`config.mk`:
```
export PLATFORM = sky130hd
export DESIGN_NAME = sif_irq_ctrl
export DESIGN_NICKNAME = d
export VERILOG_FILES = /design/src/sif_interval_det.v /design/src/sif_irq_ctrl.v
export VERILOG_INCLUDE_DIRS = /design/src /design/src/shared
export SDC_FILE = /design/constraint.sdc
export NUM_CORES = 1
export LEC_CHECK = 0
export ABC_AREA = 1
export ABC_CLOCK_PERIOD_IN_PS = 2550
export BUFFER_PORTS_ARGS = -buffer_cell sky130_fd_sc_hd__buf_2
export CORE_MARGIN = 2
export CORE_UTILIZATION = 55
export DETAILED_ROUTE_END_ITERATION = 16
export GPL_TIMING_DRIVEN = 0
export PLACE_DENSITY = 0.89
export SLEW_MARGIN = 15
export SYNTH_ARGS = -nofsm -noshare
export SYNTH_HDL_FRONTEND = slang
export SYNTH_HIERARCHICAL = 1
export SYNTH_SLANG_ARGS = --single-unit
```
`constraint.sdc`:
```
create_clock -name clk -period 2.55 [get_ports clk]
set_input_delay 0.6375 -clock clk [delete_from_list [all_inputs] [get_ports clk]]
set_output_delay 0.6375 -clock clk [all_outputs]
set_load 0.05 [all_outputs]
```
`src/shared/sif_irq_defines.vh`:
```
`ifndef SIF_IRQ_DEFINES_VH
`define SIF_IRQ_DEFINES_VH

// ----------------------------------------
// Register offsets (byte addresses)
// ----------------------------------------
`define SIF_OFS_STATUS 4'h0
`define SIF_OFS_CLEAR 4'h4
`define SIF_OFS_ENABLE 4'h8
`define SIF_OFS_CTRL 4'hc

// ----------------------------------------
// Control register fields
// ----------------------------------------
`define SIF_CTRL_FE_SEL_LO 0
`define SIF_CTRL_FE_SEL_HI 2
`define SIF_CTRL_IS1_LO 3
`define SIF_CTRL_IS1_HI 4
`define SIF_CTRL_IS2_LO 5
`define SIF_CTRL_IS2_HI 6
`define SIF_CTRL_CNT1_INC 7
`define SIF_CTRL_CNT1_DEC 8
`define SIF_CTRL_CNT2_DEC 9

// ----------------------------------------
// Reset values and sizes
// ----------------------------------------
`define SIF_NUM_FLAGS 7
`define SIF_FLAGS_RST 7'h00
`define SIF_CTRL_RST 10'h000
`define SIF_CNT_RST 8'h00

// ----------------------------------------
// Flag positions
// ----------------------------------------
`define SIF_FLG_FE 0
`define SIF_FLG_STOP 1
`define SIF_FLG_START 2
`define SIF_FLG_CNT1 3
`define SIF_FLG_CNT2 4
`define SIF_FLG_Q6 5
`define SIF_FLG_Q7 6

// ----------------------------------------
// State byte bits
// ----------------------------------------
`define SIF_Q1 1
`define SIF_Q2 2
`define SIF_Q6 6
`define SIF_Q7 7

`endif

```
`src/sif_interval_det.v`:
```
`timescale 1ns/100ps

// ----------------------------------------
// Interval crossing detector with hysteresis
// ----------------------------------------
module sif_interval_det #(
	parameter CNT_W = 8
) (
	input wire clk,
	input wire reset_n,
	input wire [CNT_W-1:0] count,
	input wire [1:0] interval_sel,
	output reg hit_q
);

	reg armed_q;
	reg [CNT_W-1:0] level_q;
	reg [CNT_W-1:0] mask;
	reg at_level;
	reg away;

	// Interval 4, 16, 64 or 256 counts
	always @* begin
		case (interval_sel)
			2'h0: mask = 8'h03;
			2'h1: mask = 8'h0f;
			2'h2: mask = 8'h3f;
			default: mask = 8'hff;
		endcase
		at_level = ((count & mask) == {CNT_W{1'b0}});
		// Rearm only once two steps away from the last level hit
		away = ((count - level_q) != 8'h00) && ((count - level_q) != 8'h01) &&
			((count - level_q) != 8'hff);
	end

	always @(posedge clk or negedge reset_n) begin
		if (!reset_n) begin
			armed_q <= 1'b0;
			level_q <= 8'h00;
			hit_q <= 1'b0;
		end else begin
			hit_q <= 1'b0;
			if (armed_q && at_level) begin
				hit_q <= 1'b1;
				armed_q <= 1'b0;
				level_q <= count;
			end else if (!armed_q && away) begin
				armed_q <= 1'b1;
			end
		end
	end

endmodule // sif_interval_det

```
`src/sif_irq_ctrl.v`:
```
`timescale 1ns/100ps
`include "sif_irq_defines.vh"

module sif_irq_ctrl #(
	parameter FE_W = 8,
	parameter CNT_W = 8
) (
	input wire clk,
	input wire reset_n,
	input wire [3:0] avs_address,
	input wire avs_read,
	input wire avs_write,
	input wire [31:0] avs_writedata,
	output reg [31:0] avs_readdata,
	output reg avs_waitrequest,
	input wire global_interrupt_enable,
	input wire [FE_W-1:0] front_end_output_bit,
	input wire sequence_stop_signal,
	input wire sequence_start,
	input wire state_load,
	input wire [7:0] state_byte,
	output reg irq_q,
	output reg [CNT_W-1:0] rotation_counter_one,
	output reg [CNT_W-1:0] rotation_counter_two
);

	// ----------------------------------------
	// Registers
	// ----------------------------------------
	reg [6:0] flags_q;
	reg [6:0] flags_d;
	reg [6:0] enable_q;
	reg [6:0] enable_d;
	reg [9:0] ctrl_q;
	reg stop_prev_q;
	reg fe_prev_q;
	reg ack_q;
	reg [6:0] clear_req;
	reg [6:0] events;
	wire [2:0] front_end_flag_source_select;
	wire [1:0] counter_one_interval_select;
	wire [1:0] counter_two_interval_select;
	wire fe_sel_bit;
	wire cnt1_hit;
	wire cnt2_hit;
	wire inc1;
	wire dec1;
	wire dec2;
	wire acc;

	assign front_end_flag_source_select = ctrl_q[`SIF_CTRL_FE_SEL_HI:`SIF_CTRL_FE_SEL_LO];
	assign counter_one_interval_select = ctrl_q[`SIF_CTRL_IS1_HI:`SIF_CTRL_IS1_LO];
	assign counter_two_interval_select = ctrl_q[`SIF_CTRL_IS2_HI:`SIF_CTRL_IS2_LO];

	// Out-of-range select reads as zero, so no events
	assign fe_sel_bit = (front_end_flag_source_select < FE_W) ?
		front_end_output_bit[front_end_flag_source_select] : 1'b0;

	// ----------------------------------------
	// Avalon slave: one wait cycle per access
	// ----------------------------------------
	// The first cycle of every access holds waitrequest; the answer comes on the next edge.
	assign acc = (avs_read || avs_write) && !ack_q;

	always @(posedge clk or negedge reset_n) begin
		if (!reset_n) begin
			ack_q <= 1'b0;
			avs_waitrequest <= 1'b1;
		end else begin
			ack_q <= acc;
			avs_waitrequest <= !acc;
		end
	end

	always @(posedge clk or negedge reset_n) begin
		if (!reset_n) begin
			avs_readdata <= 32'h00000000;
		end else if (acc && avs_read) begin
			if (avs_address == `SIF_OFS_STATUS) begin
				avs_readdata <= {25'h0000000, flags_q};
			end else if (avs_address == `SIF_OFS_ENABLE) begin
				avs_readdata <= {25'h0000000, enable_q};
			end else if (avs_address == `SIF_OFS_CTRL) begin
				avs_readdata <= {6'h00, rotation_counter_two, rotation_counter_one, ctrl_q};
			end else begin
				avs_readdata <= 32'h00000000;
			end
		end
	end

	// Writes take effect at the edge where waitrequest is seen low
	always @(posedge clk or negedge reset_n) begin
		if (!reset_n) begin
			enable_q <= `SIF_FLAGS_RST;
			ctrl_q <= `SIF_CTRL_RST;
		end else if (ack_q && avs_write) begin
			if (avs_address == `SIF_OFS_ENABLE) begin
				enable_q <= avs_writedata[6:0];
			end else if (avs_address == `SIF_OFS_CTRL) begin
				ctrl_q <= avs_writedata[9:0];
			end
		end
	end

	always @* begin
		clear_req = 7'h00;
		if (ack_q && avs_write && (avs_address == `SIF_OFS_CLEAR)) begin
			clear_req = avs_writedata[6:0];
		end
	end

	// Next enable, so a masking write gates the interrupt at its own edge
	always @* begin
		enable_d = enable_q;
		if (ack_q && avs_write && (avs_address == `SIF_OFS_ENABLE)) begin
			enable_d = avs_writedata[6:0];
		end
	end

	// ----------------------------------------
	// Rotation counters
	// ----------------------------------------
	assign inc1 = state_load && ctrl_q[`SIF_CTRL_CNT1_INC] && state_byte[`SIF_Q1];
	assign dec1 = state_load && ctrl_q[`SIF_CTRL_CNT1_DEC] && state_byte[`SIF_Q2];
	assign dec2 = state_load && ctrl_q[`SIF_CTRL_CNT2_DEC] && state_byte[`SIF_Q2];

	always @(posedge clk or negedge reset_n) begin
		if (!reset_n) begin
			rotation_counter_one <= `SIF_CNT_RST;
			rotation_counter_two <= `SIF_CNT_RST;
		end else begin
			// Both directions at once cancel out
			if (inc1 && !dec1) begin
				rotation_counter_one <= rotation_counter_one + 8'h01;
			end else if (dec1 && !inc1) begin
				rotation_counter_one <= rotation_counter_one - 8'h01;
			end
			if (dec2) begin
				rotation_counter_two <= rotation_counter_two - 8'h01;
			end
		end
	end

	sif_interval_det #(
		.CNT_W(CNT_W)
	) u_det_one (
		.clk(clk),
		.reset_n(reset_n),
		.count(rotation_counter_one),
		.interval_sel(counter_one_interval_select),
		.hit_q(cnt1_hit)
	);

	sif_interval_det #(
		.CNT_W(CNT_W)
	) u_det_two (
		.clk(clk),
		.reset_n(reset_n),
		.count(rotation_counter_two),
		.interval_sel(counter_two_interval_select),
		.hit_q(cnt2_hit)
	);

	// ----------------------------------------
	// Event detection
	// ----------------------------------------
	always @(posedge clk or negedge reset_n) begin
		if (!reset_n) begin
			stop_prev_q <= 1'b0;
			fe_prev_q <= 1'b0;
		end else begin
			stop_prev_q <= sequence_stop_signal;
			fe_prev_q <= fe_sel_bit;
		end
	end

	always @* begin
		events = 7'h00;
		// Rising edge so a held comparator level sets the flag once per pulse
		events[`SIF_FLG_FE] = fe_sel_bit && !fe_prev_q;
		events[`SIF_FLG_STOP] = sequence_stop_signal && !stop_prev_q;
		events[`SIF_FLG_START] = sequence_start;
		events[`SIF_FLG_CNT1] = cnt1_hit;
		events[`SIF_FLG_CNT2] = cnt2_hit;
		events[`SIF_FLG_Q6] = state_load && state_byte[`SIF_Q6];
		events[`SIF_FLG_Q7] = state_load && state_byte[`SIF_Q7];
	end

	// ----------------------------------------
	// Sticky flags and interrupt
	// ----------------------------------------
	always @* begin
		// Set wins over a clear in the same cycle
		flags_d = (flags_q & ~clear_req) | events;
	end

	always @(posedge clk or negedge reset_n) begin
		if (!reset_n) begin
			flags_q <= `SIF_FLAGS_RST;
			irq_q <= 1'b0;
		end else begin
			flags_q <= flags_d;
			irq_q <= global_interrupt_enable && ((flags_d & enable_d) != 7'h00);
		end
	end


endmodule // sif_irq_ctrl

```
==> metrics.txt, run 1 <==
outcome finished clean; layout cells sized above 1 ~20%; Clock Path Buffers 2; Mapped Area ~5300 um2; antenna violations before repair 0; Yosys top cell area share 42.6%; CP max stage delay roughly 0.34 ns; fmax 451 MHz; crit share post-route between 80 and 90%; clock-pin slew on the worst setup and hold paths 0.09 ns; final WL 12900 um; post-route insts no fill roughly 900; Final Max Slew Viols 0; Syn. warnings 6; CP required 2.79 ns; RSZ-0062 raised after global routing false; Distinct cells, synth 41; most frequent cells after synthesis nand2_1 (184), inv_1 (94), dfrtp_1 (90), o21ai_0 (69), nand3_1 (44); crit-path cells buf_2 -> nand2_1 -> nor2_1 -> ha_1 -> inv_2 -> ha_1 -> a21oi_1 -> nand2_1 -> nand4_1 -> nand2_1 -> a21oi_1 -> o21ai_0 -> nand2_1 -> nand2_1; PortBufs 77; largest net degree at the start of global routing 64; first-pass GRT wire length approximately 22000 um; CP max-delay cell ha_1; dpl cells just under 900; crit path buf inv count 2; P per Cell Area 1200 nW/um2; final hold vios 0; clock root buffer clkbuf_8; fin nets roughly 860; Crit Path Class in2reg; Initial DRT Pass Iterations 5; # Max-Cap Violations 0; Setup TNS 0 ns; Area Growth Syn to Fin 14.6%; Clock Sink Count 91; Slew headroom approximately 41%; ranking of synthesized cells by area dfrtp_1 (43%), nand2_1 (13%), inv_1 (6.7%); average size of a mapped cell about 7.9 um2; endpoints failing setup 0; vias in the first global route approximately 4700; die span in y a little over 100 um; Initial Util between 50% and 60%; DRC errors left 0; worst skew pair latency ~0.35 ns; ANT nets after route 0; #FFs+latches synth around 90; # rows 35; Max IR drop VDD 0.000580 V; wire per inst 14.3 um; Crit Path Max Fanout 10; H-tree levels 3; Post-synth EDFFs 0; Detail Placement HPWL ~10000 um; Die Area approximately 10000 um2; Syn Inst Count 674; CP Data Arrival Time between 2 and 2.5 ns; slew at the pin closest to its max-slew limit 0.883 ns; GRT Resource Usage Total about a quarter; count leader, synth nand2_1; Startpoint Class input pin; ys async rst share between 90% and 100%; cts bufs inserted 9; TritonCTS clock tree yes; Synth Flop Type dfrtp_1; DR vias approximately 5000; Period minus WS final between 2 and 2.5 ns; Leakage Power approximately 3.4 nW; Routability Congestion between 0.9 and 1; number of vias per cell roughly 5.4; skew final about 0.0094 ns; Placeable Area roughly 9300 um2; initial DRC count 400; sequential share of the synthesized area a little over two fifths; Die W between 100 and 150 um; hold crit path type in2async; dominant cell type by area after synthesis dfrtp_1; total gr overflow 0; CP delay by family, top simple AND/OR/NAND/NOR gates; crit end category flip-flop; Hold-fix buffers, CTS 0; most used cell, CP nand2_1; Ports 110; ant diodes 0
[layout make-up]
class / instances / area [um2]
clock buffer: 11 / 141
multi-input combinational: 470 / 2530
timing repair buffer: 78 / 415
clock inverter: 5 / 37.5
inverter: 101 / 380
fill: 768 / 3220
sequential: 91 / 2280
tap: 129 / 161
buffer: 17 / 119
[report_power, final]
group          total [mW]  internal, mW  switching (mW)  leakage (nW)
Clock               0.902         0.387           0.515        0.0863
Sequential           2.16          1.77           0.383          1.14
Combinational        4.21          1.36            2.85          2.13
[final timing paths]
check,from,end,slack (ns),cells past startpoint
setup / recovery,state_load,rotation_counter_one[7]$_DFFE_PN0P_,0.33,14
hold reg to reg,u_det_one/hit_q$_DFF_PN0_,flags_q[3]$_DFF_PN0_,0.48,2
hold / removal,reset_n,avs_readdata[7]$_DFFE_PN0P_,0.20,1
min in group clk,sequence_stop_signal,stop_prev_q$_DFF_PN0_,0.41,1
setup reg to reg,rotation_counter_one[0]$_DFFE_PN0P_,u_det_one/armed_q$_DFFE_PN0P_,0.39,14
max in group asynchronous,reset_n,avs_waitrequest$_DFF_PN1_,1.67,2
[cell families (layout without fill, tap and decap cells)]
group           Yosys count  in the layout  share of synthesized area (%)
compound gates          119            119                           12.4
other cells               1              6                         0.0709
mux                       1              1                          0.213
flops                    91             91                           43.1
fa+ha+maj                27             27                           6.81
buf+inv                 118            212                           9.43
xor+xnor                 12             12                           1.99
simple gates            305            305                           26.0
[registers in the layout (all words and copies together), names as in the netlist]
signal / cells
rotation_counter_two: 8
flags_q: 7
enable_q: 7
u_det_two/armed_q: 1
avs_waitrequest: 1
u_det_one/armed_q: 1
ctrl_q: 10
avs_readdata: 26
ack_q: 1
u_det_two/hit_q: 1
irq_q: 1
stop_prev_q: 1
rotation_counter_one: 8
fe_prev_q: 1
u_det_one/hit_q: 1
u_det_one/level_q: 8
u_det_two/level_q: 8
[per-stage QoR]
stage	cell area [um2]	total power [mW]	utilization (%)	hold slack [ns]	worst slack (ns)
2_1_floorplan	5310	5.34	-	0.342	0.311
3_3_place_gp	5860	6.02	63.1	0.435	0.0146
3_5_place_dp	5890	6.29	63.4	0.463	-0.0737
4_1_cts	6070	7.21	65.3	0.204	0.277
5_1_grt	6070	7.90	65.3	0.224	0.0993
6_report	6070	7.27	65.3	0.203	0.334
[cells in the final DEF, fill, tap and decap left out, drive strengths merged, types with 2 or more instances in the layout]
cell,n
o21a,2
nand2,198
xor2,11
clkbuf,16
inv,102
clkinv,2
buf,90
nand3,54
or2,2
o211ai,8
clkinvlp,2
nand4,9
dfrtp,90
o31ai,2
ha,24
a21oi,21
nor3,5
o21ai,84
nor4,2
nor2,33
fa,3
conb,6
[per-layer routing]
metal	part of all wire (%)	global-route usage (%)	wire length, um
met1	42	35.0	5370
met3	6.0	3.56	771
met5	0	0	0
met2	51	44.0	6560
met4	1.8	9.85	227
[worst register-to-register path, cell delays in order (launching register included)]
cell and delay (ns):
dfrtp_1 0.50, inv_1 0.13, ha_1 0.15, inv_1 0.05, fa_1 0.42, nand2_2 0.11
nand3_2 0.10, nand3_2 0.11, nand2_1 0.08, nand2_1 0.06, nand2_1 0.05, nor2_1 0.12
nand2_1 0.06, nand2_1 0.08, a21oi_2 0.05
[timing repair]
| action | in CTS | in global routing |
|---|---|---|
| setup buffers | 0 | 0 |
| setup endpoints to repair | 0 | 1 |
| endpoints found under the hold margin | 0 | 0 |
| resized for setup | 0 | 1 |
(Power assumes the default switching activity.)
==> run 2, diff against run 1 <==
Settings changed: CELL_PAD_IN_SITES_DETAIL_PLACEMENT from default to 1, CELL_PAD_IN_SITES_GLOBAL_PLACEMENT from default to 1, CORE_UTILIZATION 55 to 40, PLACE_DENSITY 0.89 to 0.8, REMOVE_ABC_BUFFERS from default to 1.
==> run 2 against run 1 <==
Net effect:
- register-to-register slack worse by 0.18 ns
- sequential cell count stayed put
- via count is 1.0% lower
- global-route usage is 4.2 points lower
- die area is 36% higher
- worst setup slack worse by 0.22 ns
- clock power is 44% higher
- first-iteration DRC count is 28% lower
- critical path depth is 2 higher
- sequential share of layout area is 0.73 points lower
- routed wire length is 17% higher
- sequential power hardly changed
- critical path type unchanged
- highest routed layer unchanged
==> metrics.txt, run 2 (same netlist as run 1, synthesis figures left out) <==
Largest register FFs 26; DR vias approximately 4800; wire per inst between 15 and 20 um; biggest regs avs_readdata x26, ctrl_q x10; layout cells sized above 1 about a fifth; most frequent cells in the layout nand2_1 (184), inv_1 (93), dfrtp_1 (90), buf_2 (76), o21ai_0 (69); fmax 411 MHz; PortBufs 77; antenna violations before repair 0; final hold vios 0; Die Area approximately 14000 um2; clock-pin slew on the worst setup and hold paths roughly 0.06 ns; Detail Placement HPWL ~11000 um; final WL approximately 15000 um; # rows 42; ANT nets after route 0; worst skew pair latency approximately 0.34 ns; Core Util, Final a little under half; total gr overflow 0; Clock Path Buffers 2; most common cell after layout, fill and taps aside nand2_1; Startpoint Class input pin; H-tree levels 3; sw power 3.88 mW; Crit Path Class in2reg; outcome finished clean; die span in y 119 um; Period minus WS final 2.44 ns; CP required ~2.8 ns; GRT Resource Usage Total roughly 22%; CP max stage delay between 0.3 and 0.4 ns; Leakage Power roughly 3.4 nW; slew at the pin closest to its max-slew limit approximately 1 ns; Area Growth Syn to Fin 16.9%; pre-CTS setup slack -0.195 ns; RSZ-0062 raised after global routing true; Comb pwr share 55.3%; endpoints failing setup 0; sequential share of power roughly 28%; hold crit path type in2async; Crit Path Max Fanout 6; P per Cell Area roughly 1300 nW/um2; Initial DRT Pass Iterations 4; Clock Sink Count approximately 90; CP max-delay cell ha_1; Placeable Area approximately 13000 um2; DRC errors left 0; largest net degree at the start of global routing 57; skew final around 0.0079 ns; post-route insts no fill between 900 and 1000; Slew headroom a little under a third; Ports 110; Max IR drop VDD 0.000408 V; initial DRC count between 200 and 300; clock group share of total power roughly 17%; first-pass GRT wire length 25200 um; clock root buffer clkbuf_16; vias in the first global route approximately 5100; number of vias per cell between 5 and 6; Initial Util 40.4%; most used cell, CP nand2_1; dpl cells 916; Reg with most FFs avs_readdata; cts bufs inserted 9; Die W 119 um; Reg2Reg Depth 15; crit share post-route a little over nine tenths; CP Data Arrival Time 2.66 ns; crit end category flip-flop; worst setup margin about 0.11 ns; fin nets 844; switch share 49.9%; Final Max Slew Viols 0; P_int roughly 4 mW; Routability Congestion 0.803; crit-path cells buf_2 -> nand2_1 -> nor2_1 -> ha_2 -> clkinvlp_4 -> buf_4 -> ha_1 -> a21oi_2 -> nand2_1 -> nand2_1 -> nand2_1 -> nand2_1 -> nand2_1 -> xor2_1 -> nand2_1 -> nand2_1; TritonCTS clock tree yes; ant diodes 0; # Max-Cap Violations 0
-- run 2: final cells by class --
class                           instances  area, um2
Fill cell                            1640       6900
Multi-Input combinational cell        470       2570
Sequential cell                        91       2280
Timing Repair Buffer                   84        453
Inverter                              101        384
Clock buffer                            9        225
Tap cell                              176        220
Clock inverter                          5       53.8
-- run 2: worst max-delay path, delay by kind of cell --
kind	cells	cell delay (ns)
compound gates	1	0.15
fa+ha+maj	2	0.56
buf+inv	3	0.46
simple gates	9	0.72
xor+xnor	1	0.14
-- run 2: path summary, 6_finish.rpt --
path / start / endpoint / slack, ns
worst max register to register: ctrl_q[7]$_DFFE_PN0P_ / rotation_counter_one[6]$_DFFE_PN0P_ / 0.21
worst min register to register: ack_q$_DFF_PN0_ / ack_q$_DFF_PN0_ / 0.47
max in group asynchronous: reset_n / u_det_two/level_q[4]$_DFFE_PN0P_ / 1.53
worst min-delay path: reset_n / u_det_one/level_q[6]$_DFFE_PN0P_ / 0.35
min in group clk: sequence_stop_signal / stop_prev_q$_DFF_PN0_ / 0.41
worst max-delay path: state_load / rotation_counter_one[6]$_DFFE_PN0P_ / 0.11
-- run 2: layer usage --
metal  track usage, %  up-vias  routed length [um]
li1                 -     2330                   -
met1             28.7     2404                6850
met5                0        -                   0
met4             4.91        0                 151
met3             2.87       11                 399
met2             39.0       73                7780
-- run 2: power groups by stage --
stage	clock network (mW)	logic (mW)	registers (mW)
floorplan	0	2.72	2.59
global placement	0	3.94	2.18
detailed placement	0	4.20	2.19
CTS	1.32	4.24	2.17
global route	1.38	4.87	2.23
finish	1.30	4.31	2.18
-- run 2: per-stage QoR --
stage / TNS, ns / power, mW / hold WS, ns / instance area (um2)
2_1_floorplan: 0 / 5.31 / 0.342 / 5190
3_3_place_gp: -0.180 / 6.11 / 0.435 / 5800
3_5_place_dp: -0.286 / 6.39 / 0.453 / 5820
4_1_cts: 0 / 7.73 / 0.381 / 6100
5_1_grt: -0.126 / 8.48 / 0.405 / 6190
6_report: 0 / 7.78 / 0.353 / 6190
-- run 2: repair_timing --
item | in CTS | in global routing
endpoints found under the setup margin | 0 | 1
gates resized for setup | 0 | 7
buffers inserted | 0 | 6
hold endpoints to repair | 0 | 0
hold buffers | 0 | 0
==> run 3, diff against run 2 <==
Settings changed: ABC_CLOCK_PERIOD_IN_PS 2550 to 2400, PLACE_DENSITY 0.8 to default, PLACE_DENSITY_LB_ADDON from default to 0.1, TNS_END_PERCENT from default to 5.
Clock period 2.55 ns to 2.4 ns, I/O delays scaled along.
==> run 3 against run 2 <==
Net effect:
- clock power up 22%
- via count down 2.6%
- sequential power increased by 6%
- critical path depth down 2
- die area did not move
- worst setup slack better by 0.11 ns
- sequential share of layout area rose by 0.21 points
- clock-buffer cell count increased by 1
- cell area is 0.51% lower
- first-iteration DRC count is 26% lower
- combinational power increased by 3%
- routed wire length fell by 5.2%
- critical path type unchanged
==> metrics.txt, run 3 (same netlist as run 1, synthesis figures left out) <==
slew at the pin closest to its max-slew limit between 0.9 and 1 ns; post-route insts no fill between 900 and 1000; most common cell after layout, fill and taps aside nand2_1; Leakage Power between 3 and 4 nW; CP max-delay cell ha_1; final WL approximately 14000 um; most used cell, CP nand2_1; Detail Placement HPWL between 10000 and 15000 um; crit path buf inv count 2; placed instance area 5820 um2; final hold vios 0; Period minus WS final between 2 and 2.5 ns; worst setup margin 0.224 ns; first-pass GRT wire length 24500 um; RSZ-0062 raised after global routing false; Clock Path Buffers 2; dpl cells about 920; Area Growth Syn to Fin 16.3%; Startpoint Class input pin; worst r2r src rotation_counter_one[0]$_DFFE_PN0P_; CP delay by family, top simple AND/OR/NAND/NOR gates; # rows 42; Initial Util between 40% and 50%; antenna violations before repair 0; fmax approximately 460 MHz; Placeable Area between 10000 and 15000 um2; GRT Resource Usage Total about 22%; crit end category flip-flop; total gr overflow 0; clock root buffer clkbuf_16; outcome finished clean; Design Area, Final approximately 6200 um2; Initial DRT Pass Iterations 4; DRC errors left 0; wire per inst between 15 and 20 um; switch share between 40 and 50%; Crit Path Max Fanout 10; clock group share of total power 19.0%; PortBufs a little under 80; # Max-Cap Violations 0; cts bufs inserted 9; final hold slack ~0.30 ns; layout cells sized above 1 about 19%; ANT nets after route 0; Clock Sink Count 91; DR vias 4694; largest net degree at the start of global routing 56; Filler cells between 1500 and 2000; Die Area 14200 um2; Final Max Slew Viols 0; H-tree levels 3; CP Data Arrival Time approximately 2.4 ns; P_int around 4.3 mW; most frequent cells in the layout nand2_1 (184), inv_1 (93), dfrtp_1 (89), buf_2 (76), o21ai_0 (69); hold crit path type in2async; Crit Path Class in2reg; Die W 119 um; Ports 110; fin nets 838; Routability Congestion approximately 0.83; clock-pin slew on the worst setup and hold paths 0.06 ns; CP required 2.63 ns; post-layout total power 8.37 mW; worst skew pair latency 0.34 ns; Max IR drop VDD between 0.0004 and 0.0005 V; Largest register FFs 26; number of vias per cell just over 5; sequential share of power 27.7%; crit-path cells buf_2 -> nand2_1 -> nor2_1 -> ha_1 -> inv_4 -> ha_1 -> a21oi_1 -> nand2_1 -> nand4_1 -> nand2_1 -> a21oi_1 -> o21ai_0 -> nand2_1 -> nand2_1; Slew headroom between 30% and 40%; P per Cell Area around 1400 nW/um2; die span in y ~120 um; initial DRC count 212; Comb pwr share a little over half; CP max stage delay between 0.3 and 0.4 ns; crit share post-route between 90% and 100%; ant diodes 0; Reg with most FFs avs_readdata; endpoints failing setup 0; skew final approximately 0.0073 ns; sw power a little over 4 mW; biggest regs avs_readdata x26, ctrl_q x10; pre-CTS setup slack -0.238 ns; Post-CTS Setup Bufs 0; TritonCTS clock tree yes; vias in the first global route roughly 5000; CP startpoint state_load
## run 3: cell count changes in the layout (fill, tap and decap cells not counted), sizes merged
cell	previous run	this run
buf	84	78
clkbuf	9	10
bufinv	1	3
clkinv	4	2
## run 3: final timing paths
check,endpoint,slack (ns),cells past startpoint
worst max-delay path,rotation_counter_one[7]$_DFFE_PN0P_,0.22,14
worst min-delay path,avs_readdata[8]$_DFFE_PN0P_,0.30,1
worst max register to register,u_det_one/armed_q$_DFFE_PN0P_,0.24,14
worst min register to register,ack_q$_DFF_PN0_,0.46,1
max in group asynchronous,stop_prev_q$_DFF_PN0_,1.45,2
min in group clk,stop_prev_q$_DFF_PN0_,0.38,1
## run 3: timing repair
item                       4_1_cts  5_1_grt
gates resized for setup          0        3
hold buffers                     0        0
setup endpoints to repair        0        2
## run 3: stage by stage
stage	setup TNS (ns)	util (%)
after floorplan	0	-
after detailed placement	-0.906	44.5
after global placement	-13.54	44.3
after CTS	0	47.0
final	0	47.0
after global routing	0	47.0
## run 3: final cells by class
class / count / area, um2 / share of cell area [%]
well taps: 176 / 220 / 3.58
flip-flops and latches: 91 / 2280 / 37.0
inverters: 101 / 383 / 6.22
clock inverters: 5 / 103 / 1.67
multi-input cells: 470 / 2530 / 41.1
clock buffers: 10 / 229 / 3.72
repair buffers: 78 / 408 / 6.63
## run 3: worst register-to-register path, delay by kind of cell (launching register included)
family | cells | cell delay (ns)
adder cells (fa/ha/maj) | 2 | 0.57
flip-flops | 1 | 0.48
buffers and inverters | 2 | 0.16
AO/OA/AOI/OAI | 1 | 0.07
AND/OR/NAND/NOR | 9 | 0.75
## run 3: power by group through the flow
stage               registers, mW  clock network [mW]  logic (mW)
floorplan                    2.75                   0        2.89
global placement             2.32                   0        4.22
detailed placement           2.35                   0        4.46
CTS                          2.32                1.62        4.49
global route                 2.38                1.69        5.04
finish                       2.32                1.59        4.46
## run 3: metal layers
metal	up-vias	share of wire (%)	track usage [%]	wire (um)
met2	73	49	37.2	7080
met3	17	2.3	2.59	324
met4	0	1.5	6.47	219
met5	-	0	0	0
li1	2313	-	-	-
met1	2291	47	28.5	6780
